==> config.mk <==
export PLATFORM = sky130hd
export DESIGN_NAME = hpps_top
export DESIGN_NICKNAME = d
export VERILOG_FILES = /design/src/hdl/hpps_pkg.sv /design/src/hdl/hpps_port_decode.sv /design/src/hdl/hpps_top.sv
export SDC_FILE = /design/constraint.sdc
export NUM_CORES = 1
export LEC_CHECK = 0
export ABC_AREA = 0
export BUFFER_PORTS_ARGS = -buffer_cell sky130_fd_sc_hd__clkbuf_2
export CORE_UTILIZATION = 45
export CTS_CLUSTER_DIAMETER = 120
export DETAILED_ROUTE_END_ITERATION = 8
export PLACE_DENSITY = 0.88
export SYNTH_ARGS = -nofsm -noshare
export SYNTH_HDL_FRONTEND = slang
export SYNTH_HIERARCHICAL = 1
export SYNTH_SLANG_ARGS = --single-unit
==> constraint.sdc <==
create_clock -name aclk -period 2.5 [get_ports aclk]
set_input_delay 0.375 -clock aclk [delete_from_list [all_inputs] [get_ports aclk]]
set_output_delay 0.375 -clock aclk [all_outputs]
set_load 0.02 [all_outputs]
==> src/hdl/hpps_pkg.sv <==
package hpps_pkg;

    // ------------------------------------------------------------------
    // Register map
    // ------------------------------------------------------------------
    localparam logic [15:0] PORT6_POWER_SOURCE_SELECT_OFFSET = 16'h3c14;
    localparam logic [15:0] PORT7_POWER_SOURCE_SELECT_OFFSET = 16'h3c18;
    localparam int ADDR_WIDTH = 16;
    localparam int NUM_PORTS = 2;

    // ------------------------------------------------------------------
    // Field layout
    // ------------------------------------------------------------------
    localparam int SHARED_PIN_BIT = 7;
    localparam int RESERVED_BIT = 6;
    localparam int PORT_DISABLE_BIT = 5;
    localparam int FIXED_DEVICE_BIT = 4;
    localparam int SOURCE_MSB = 3;
    localparam int SOURCE_LSB = 0;
    localparam logic [7:0] WRITABLE_MASK = 8'hbf;
    localparam logic [7:0] SELECT_RESET = 8'h00;

    // ------------------------------------------------------------------
    // Power source encodings
    // ------------------------------------------------------------------
    localparam logic [3:0] SRC_OFF = 4'h0;
    localparam logic [3:0] SRC_USB2 = 4'h1;
    localparam logic [3:0] SRC_USB3 = 4'h2;
    localparam logic [3:0] SRC_EITHER = 4'h3;
    localparam logic [3:0] SRC_GPIO = 4'h4;

    localparam logic [1:0] RESP_OKAY = 2'h0;
    localparam logic [1:0] RESP_SLVERR = 2'h2;

    // Upstream power requests for one port
    typedef struct packed {
        logic usb2_power;
        logic usb3_power;
        logic gpio_power;
    } hpps_power_req_s;

    // Decoded port configuration seen by the hub logic
    typedef struct packed {
        logic port_power;
        logic shared_pins;
        logic port_disabled;
        logic fixed_attached_device;
    } hpps_port_ctl_s;

endpackage

==> src/hdl/hpps_port_decode.sv <==
// Turns one select register and the upstream power levels into port controls.
module hpps_port_decode (
    input wire logic aclk,
    input wire logic aresetn,
    input wire logic [7:0] select,
    input wire hpps_pkg::hpps_power_req_s req,
    output hpps_pkg::hpps_port_ctl_s ctl
);

    logic [3:0] power_source_choice;
    logic next_power;

    assign power_source_choice = select[hpps_pkg::SOURCE_MSB:hpps_pkg::SOURCE_LSB];

    // Reserved codes keep power off, so a bad load cannot power a port
    assign next_power =
        (power_source_choice == hpps_pkg::SRC_USB2)   ? req.usb2_power :
        (power_source_choice == hpps_pkg::SRC_USB3)   ? req.usb3_power :
        (power_source_choice == hpps_pkg::SRC_EITHER) ? (req.usb2_power | req.usb3_power) :
        (power_source_choice == hpps_pkg::SRC_GPIO)   ? req.gpio_power :
        1'b0;

    always_ff @(posedge aclk) begin
        if (!aresetn) begin
            ctl <= '0;
        end else begin
            ctl.port_power <= next_power & ~select[hpps_pkg::PORT_DISABLE_BIT];
            ctl.shared_pins <= select[hpps_pkg::SHARED_PIN_BIT];
            ctl.port_disabled <= select[hpps_pkg::PORT_DISABLE_BIT];
            ctl.fixed_attached_device <= select[hpps_pkg::FIXED_DEVICE_BIT];
        end
    end

endmodule

==> src/hdl/hpps_top.sv <==
// Function
// Bit 7 set means port power and over-current sense share pins, clear means separate pins.
// Bit 5 set disables the port and reports it to the hub as permanently unavailable.
// Bit 4 set marks the port as having a permanently attached, non-removable device.
// Bits 3:0 pick power source: off, USB2, USB3, either, or the designated GPIO.
// Software writes only the defined source encodings; the rest are reserved.
// The settings come from the configuration load and are not changed during operation.
// Disable, fixed device and shared-pin bits are loaded before the hub enumerates.
// Bit 6 reads zero and ignores writes; the other fields read back what was written.
//
// Our own choice: the AXI4-Lite register port.
module hpps_top #(
    parameter int NUM_PORTS = hpps_pkg::NUM_PORTS
) (
    input wire logic aclk,
    input wire logic aresetn,
    input wire logic [15:0] s_axi_awaddr,
    input wire logic [2:0] s_axi_awprot,
    input wire logic s_axi_awvalid,
    output logic s_axi_awready,
    input wire logic [31:0] s_axi_wdata,
    input wire logic [3:0] s_axi_wstrb,
    input wire logic s_axi_wvalid,
    output logic s_axi_wready,
    output logic [1:0] s_axi_bresp,
    output logic s_axi_bvalid,
    input wire logic s_axi_bready,
    input wire logic [15:0] s_axi_araddr,
    input wire logic [2:0] s_axi_arprot,
    input wire logic s_axi_arvalid,
    output logic s_axi_arready,
    output logic [31:0] s_axi_rdata,
    output logic [1:0] s_axi_rresp,
    output logic s_axi_rvalid,
    input wire logic s_axi_rready,
    input wire hpps_pkg::hpps_power_req_s [1:0] power_req,
    output hpps_pkg::hpps_port_ctl_s [1:0] port_ctl
);

    // ------------------------------------------------------------------
    // Parameter check
    // ------------------------------------------------------------------
    // Only two select registers exist in the map, so no other count can work
    if (NUM_PORTS != 2) begin : g_bad_ports
        $error("hpps_top serves exactly two ports");
    end

    // ------------------------------------------------------------------
    // Address decode
    // ------------------------------------------------------------------
    function automatic logic [1:0] reg_hit(input logic [15:0] addr);
        reg_hit[0] = (addr == hpps_pkg::PORT6_POWER_SOURCE_SELECT_OFFSET);
        reg_hit[1] = (addr == hpps_pkg::PORT7_POWER_SOURCE_SELECT_OFFSET);
    endfunction

    logic [7:0] select [2];
    logic [15:0] aw_addr;
    logic [31:0] w_data;
    logic [3:0] w_strb;
    logic aw_held;
    logic w_held;

    // ------------------------------------------------------------------
    // Handshake terms
    // ------------------------------------------------------------------
    wire aw_take = s_axi_awvalid & s_axi_awready;
    wire w_take = s_axi_wvalid & s_axi_wready;
    wire b_take = s_axi_bvalid & s_axi_bready;
    wire ar_take = s_axi_arvalid & s_axi_arready;
    wire r_take = s_axi_rvalid & s_axi_rready;

    // ------------------------------------------------------------------
    // Write decode
    // ------------------------------------------------------------------
    wire do_write = aw_held & w_held & ~s_axi_bvalid;
    wire [1:0] wr_hit = reg_hit(aw_addr);
    wire wr_mapped = |wr_hit;
    wire wr_low_byte = w_strb[0];
    wire [7:0] wr_byte = w_data[7:0] & hpps_pkg::WRITABLE_MASK;

    // ------------------------------------------------------------------
    // Read decode
    // ------------------------------------------------------------------
    wire [7:0] rd_part [2];
    wire [1:0] rd_hit = reg_hit(s_axi_araddr);
    wire rd_mapped = |rd_hit;
    // AND-OR mux: a miss leaves every part at zero, so unmapped reads return zero
    wire [7:0] rd_byte = rd_part[0] | rd_part[1];

    // ------------------------------------------------------------------
    // Write channel
    // ------------------------------------------------------------------
    wire next_aw_held = do_write ? 1'b0 : (aw_held | aw_take);
    wire next_w_held = do_write ? 1'b0 : (w_held | w_take);
    // Ready drops the cycle after a take, so a held item is never overwritten
    wire next_awready = ~aw_held & ~aw_take & ~s_axi_bvalid;
    wire next_wready = ~w_held & ~w_take & ~s_axi_bvalid;
    wire next_bvalid = do_write | (s_axi_bvalid & ~b_take);
    wire [1:0] next_bresp = wr_mapped ? hpps_pkg::RESP_OKAY : hpps_pkg::RESP_SLVERR;

    // Address and data are caught separately so either may come first
    always_ff @(posedge aclk) begin
        if (!aresetn) begin
            aw_held <= 1'b0;
        end else begin
            aw_held <= next_aw_held;
        end
    end

    always_ff @(posedge aclk) begin
        if (!aresetn) begin
            w_held <= 1'b0;
        end else begin
            w_held <= next_w_held;
        end
    end

    always_ff @(posedge aclk) begin
        if (!aresetn) begin
            aw_addr <= 16'h0000;
        end else if (aw_take) begin
            aw_addr <= s_axi_awaddr;
        end
    end

    always_ff @(posedge aclk) begin
        if (!aresetn) begin
            w_data <= 32'h0000_0000;
            w_strb <= 4'h0;
        end else if (w_take) begin
            w_data <= s_axi_wdata;
            w_strb <= s_axi_wstrb;
        end
    end

    always_ff @(posedge aclk) begin
        if (!aresetn) begin
            s_axi_awready <= 1'b0;
        end else begin
            s_axi_awready <= next_awready;
        end
    end

    always_ff @(posedge aclk) begin
        if (!aresetn) begin
            s_axi_wready <= 1'b0;
        end else begin
            s_axi_wready <= next_wready;
        end
    end

    // ------------------------------------------------------------------
    // Write response
    // ------------------------------------------------------------------
    // Unmapped writes still answer, with an error code, so no master hangs
    always_ff @(posedge aclk) begin
        if (!aresetn) begin
            s_axi_bvalid <= 1'b0;
            s_axi_bresp <= hpps_pkg::RESP_OKAY;
        end else begin
            s_axi_bvalid <= next_bvalid;
            if (do_write) begin
                s_axi_bresp <= next_bresp;
            end
        end
    end

    // ------------------------------------------------------------------
    // Select registers
    // ------------------------------------------------------------------
    // Values are not screened: reserved source codes are the loader's
    // concern and simply decode to power off.
    // No lock is kept against live rewrites; the loader owns that.
    wire [1:0] reg_we;

    genvar p;
    generate
        for (p = 0; p < NUM_PORTS; p++) begin : g_port
            // Only the low byte carries the register, so only its strobe counts
            assign reg_we[p] = do_write & wr_hit[p] & wr_low_byte;
            assign rd_part[p] = rd_hit[p] ? select[p] : 8'h00;

            always_ff @(posedge aclk) begin
                if (!aresetn) begin
                    select[p] <= hpps_pkg::SELECT_RESET;
                end else if (reg_we[p]) begin
                    select[p] <= wr_byte;
                end
            end

            hpps_port_decode u_decode (
                .aclk(aclk),
                .aresetn(aresetn),
                .select(select[p]),
                .req(power_req[p]),
                .ctl(port_ctl[p])
            );
        end
    endgenerate

    // ------------------------------------------------------------------
    // Read channel
    // ------------------------------------------------------------------
    wire next_arready = ~s_axi_rvalid & ~ar_take;
    wire next_rvalid = ar_take | (s_axi_rvalid & ~r_take);
    wire [31:0] next_rdata = {24'h000000, rd_byte};
    wire [1:0] next_rresp = rd_mapped ? hpps_pkg::RESP_OKAY : hpps_pkg::RESP_SLVERR;

    // One read at a time: the address is refused until the data is taken
    always_ff @(posedge aclk) begin
        if (!aresetn) begin
            s_axi_arready <= 1'b0;
            s_axi_rvalid <= 1'b0;
        end else begin
            s_axi_arready <= next_arready;
            s_axi_rvalid <= next_rvalid;
        end
    end

    // Data and code are caught with the address and stand until taken
    always_ff @(posedge aclk) begin
        if (!aresetn) begin
            s_axi_rdata <= 32'h0000_0000;
            s_axi_rresp <= hpps_pkg::RESP_OKAY;
        end else if (ar_take) begin
            s_axi_rdata <= next_rdata;
            s_axi_rresp <= next_rresp;
        end
    end

endmodule

==> flow_summary.yaml <==
run_status:
  status: "completed"
setup_path:
  cp-start-kind: "register"
  critPathCaptureType: "register"
  r2r_slack_ns: 0.36
  worstSetupPathType: "reg2reg"
  arrival_ns: 2.15
  worstPathRequired_ns: 2.51
  cp_max_fo: 7
  rr_worst_depth: 3
  r2r-end: "select[0][2]"
  crit-reg2reg-launch: "aw_addr[15]"
clock_network:
  root_buffer: "clkbuf_8"
  clk_latency_ns: 0.34
  htreeDepth: 3
  postCtsHoldBufs: 0
  cts_buffers: 9
  cts_tree: "done"
  cts_num_sinks: 62
  ctsResizeCount: 0
  clockBufferDepth: 2
  post_cts_buffers: 0
  clk_pin_slew_ns: 0.07
power:
  switching_share_pct: 24.7
  leakagePower_nw: 1.35
  power_density_mw_per_mm2: 687
  combPwrFrac_pct: 9.8
  seqPwrFrac_pct: 50.9
  p_sw_w: 0.000528
  ir_drop_mv: 0.389
  internal_power_w: 0.00161
  pwr-share-clk_pct: 39.3
final_layout:
  finalNetCount: 430
  final_common_cell: "clkbuf_2"
  area_growth_pct: 19.4
  n_fill_cell: 497
  drive_above_1_share_pct: 26.7
  antenna_cells: 0
  layout_common_cells: "clkbuf_2, nand2_1, dfxtp_1"
  finish.instance_area_mm2: 0.00311
synthesis:
  ys_seq_elements: 62
  yosys_warnings: 6
  async_flop_share_pct: 0
  ys_seq_area_share_pct: 53.0
  syn_area_mm2: 0.00261
  syn-instance-count: 270
  ys_types: 37
  synth-edff-count: 14
  synth_area_per_cell_um2: 9.65
  synthFlopType: "dfxtp_1"
timing:
  relSlewSlack_pct: 60.5
  finalHoldViolCount: 0
  fin_crit_sh_pct: 85.8
  fin_crit_ns: 2.14
  rsz0062_at_grt: "false"
  worst_slew_pin_slew_ns: 0.591
  fin_tns_setup_ns: 0
  timing.fmax_mhz: 466
  maxSlewViolCount: 0
  setup_viol: 0
  skew_ns: 0.00627
die:
  ios: 136
  coreArea_mm2: 0.00554
  die_width_um: 78.1
  start_util_pct: 47.0
  die_h_um: 78.1
  num_rows: 27
  dieArea_mm2: 0.00610
drt:
  final_antenna_net_count: 0
  routed_wl_mm: 5.07
  vias: 2053
  route.detailed.drc: 0
  wl_per_cell_um: 12.1
  drt_iter0_markers: 49
  drtPass1Iterations: 4
  vias_per_cell: 4.89
worst_hold_path:
  hp-start: "s_axi_wdata[5]"
  holdPathEnd: "w_data[5]"
  worst_hold_path.num_cells: 3
  hold_class: "in2reg"
grt:
  met2_usage_pct: 30.2
  antenna_found_initial: 0
  grt_start_max_net_pins: 21
  gr-usage-met1_pct: 19.3
  overflow: 0
  track_usage_pct: 17.8
  grt_pass1_wl_mm: 8.25
  grt_busiest_layer: "met2"
  met3_usage_pct: 7.33
  grt_pass1_vias: 1882
placement:
  io_buffers: 74
  hpwl_mm: 3.88
  post_dp_cell_area_mm2: 0.00292
  gp_congestion: 0.793
flow_run:
  drv_cap: 0
==> cells in the mapped netlist (2+ instances only) <==
master | count | area share, %
and2_1 | 8 | 1.9
o31ai_1 | 7 | 2.0
edfxtp_1 | 14 | 16
nor3_1 | 3 | 0.58
a221oi_1 | 2 | 0.67
or3b_1 | 4 | 1.3
a21oi_1 | 27 | 5.2
nor2_1 | 7 | 1.0
a211oi_1 | 2 | 0.58
nand2b_1 | 3 | 0.72
nor4bb_1 | 3 | 1.2
a22oi_1 | 7 | 2.0
and4_1 | 14 | 4.7
nand4_1 | 2 | 0.48
nor2b_1 | 4 | 0.96
a41o_1 | 2 | 0.77
nand2_1 | 58 | 8.4
clkbuf_1 | 10 | 1.4
inv_1 | 2 | 0.29
buf_4 | 27 | 7.8
dfxtp_1 | 48 | 37
==> cell type report <==
| type | instances | area [um2] | share of cell area (%) |
|---|---|---|---|
| clock inverters | 2 | 12.5 | 0.402 |
| flip-flops and latches | 62 | 1380 | 44.4 |
| multi-input cells | 192 | 1060 | 33.9 |
| repair buffers | 75 | 378 | 12.1 |
| inverters | 3 | 11.3 | 0.362 |
| well taps | 72 | 90.1 | 2.89 |
| clock buffers | 14 | 184 | 5.91 |
==> kinds of logic after synthesis <==
| group | Yosys count | synth area share (%) |
|---|---|---|
| other | 1 | 0.144 |
| AO/OA/AOI/OAI | 51 | 12.4 |
| flip-flops | 62 | 53.0 |
| buffers and inverters | 42 | 10.2 |
| AND/OR/NAND/NOR | 114 | 24.2 |
==> metal layers <==
metal / up-vias / share of wire (%)
li1: 1046 / -
met1: 901 / 41
met2: 94 / 49
met3: 12 / 7.7
met4: 0 / 2.4
met5: - / 0
==> critical path, cell delays in order, from the launching register on <==
cell and delay (ns):
dfxtp_1 0.31, or4_1 0.58, nor4_1 0.49, a41o_1 0.44
==> state kept, by name (all words and copies together) (netlist names) <==
register / count
select: 14
s_axi_rdata: 7
w_strb: 1
aw_addr: 16
s_axi_awready: 1
w_data: 7
s_axi_bvalid: 1
s_axi_arready: 1
s_axi_bresp: 1
g_port.u_decode/ctl: 8
aw_held: 1
s_axi_rvalid: 1
w_held: 1
s_axi_rresp: 1
s_axi_wready: 1
==> how the worst max path moves through the flow <==
stage	from	to	depth (start not counted)	slack, ns
floorplan	aw_addr[15]	select[0][0]	3	0.61
global placement	aw_addr[15]	select[1][4]	3	0.42
detailed placement	aw_addr[15]	select[1][4]	3	0.41
CTS	aw_addr[15]	select[0][2]	3	0.35
global route	aw_addr[15]	select[0][2]	3	0.28
finish	aw_addr[15]	select[0][2]	3	0.36
==> through the flow <==
step	setup WS, ns	std cells	total power, W	util [%]	hold slack [ns]
4_1_cts	0.355	420	0.00216	56.2	0.248
5_1_grt	0.279	420	0.00223	56.2	0.258
3_5_place_dp	0.412	404	0.00132	52.6	0.443
6_report	0.356	420	0.00214	56.2	0.257
3_3_place_gp	0.419	404	0.00131	52.6	0.435
2_1_floorplan	0.614	296	0.00127	-	0.431
==> power groups by stage <==
stage	registers, W	logic, W	clock network, W
3_3_place_gp	0.00111	0.000205	0
2_1_floorplan	0.00112	0.000156	0
5_1_grt	0.00109	0.000233	0.000906
4_1_cts	0.00109	0.000211	0.000857
6_report	0.00109	0.000209	0.000842
3_5_place_dp	0.00111	0.000210	0
No activity file was read; power rests on OpenSTA's default activity.
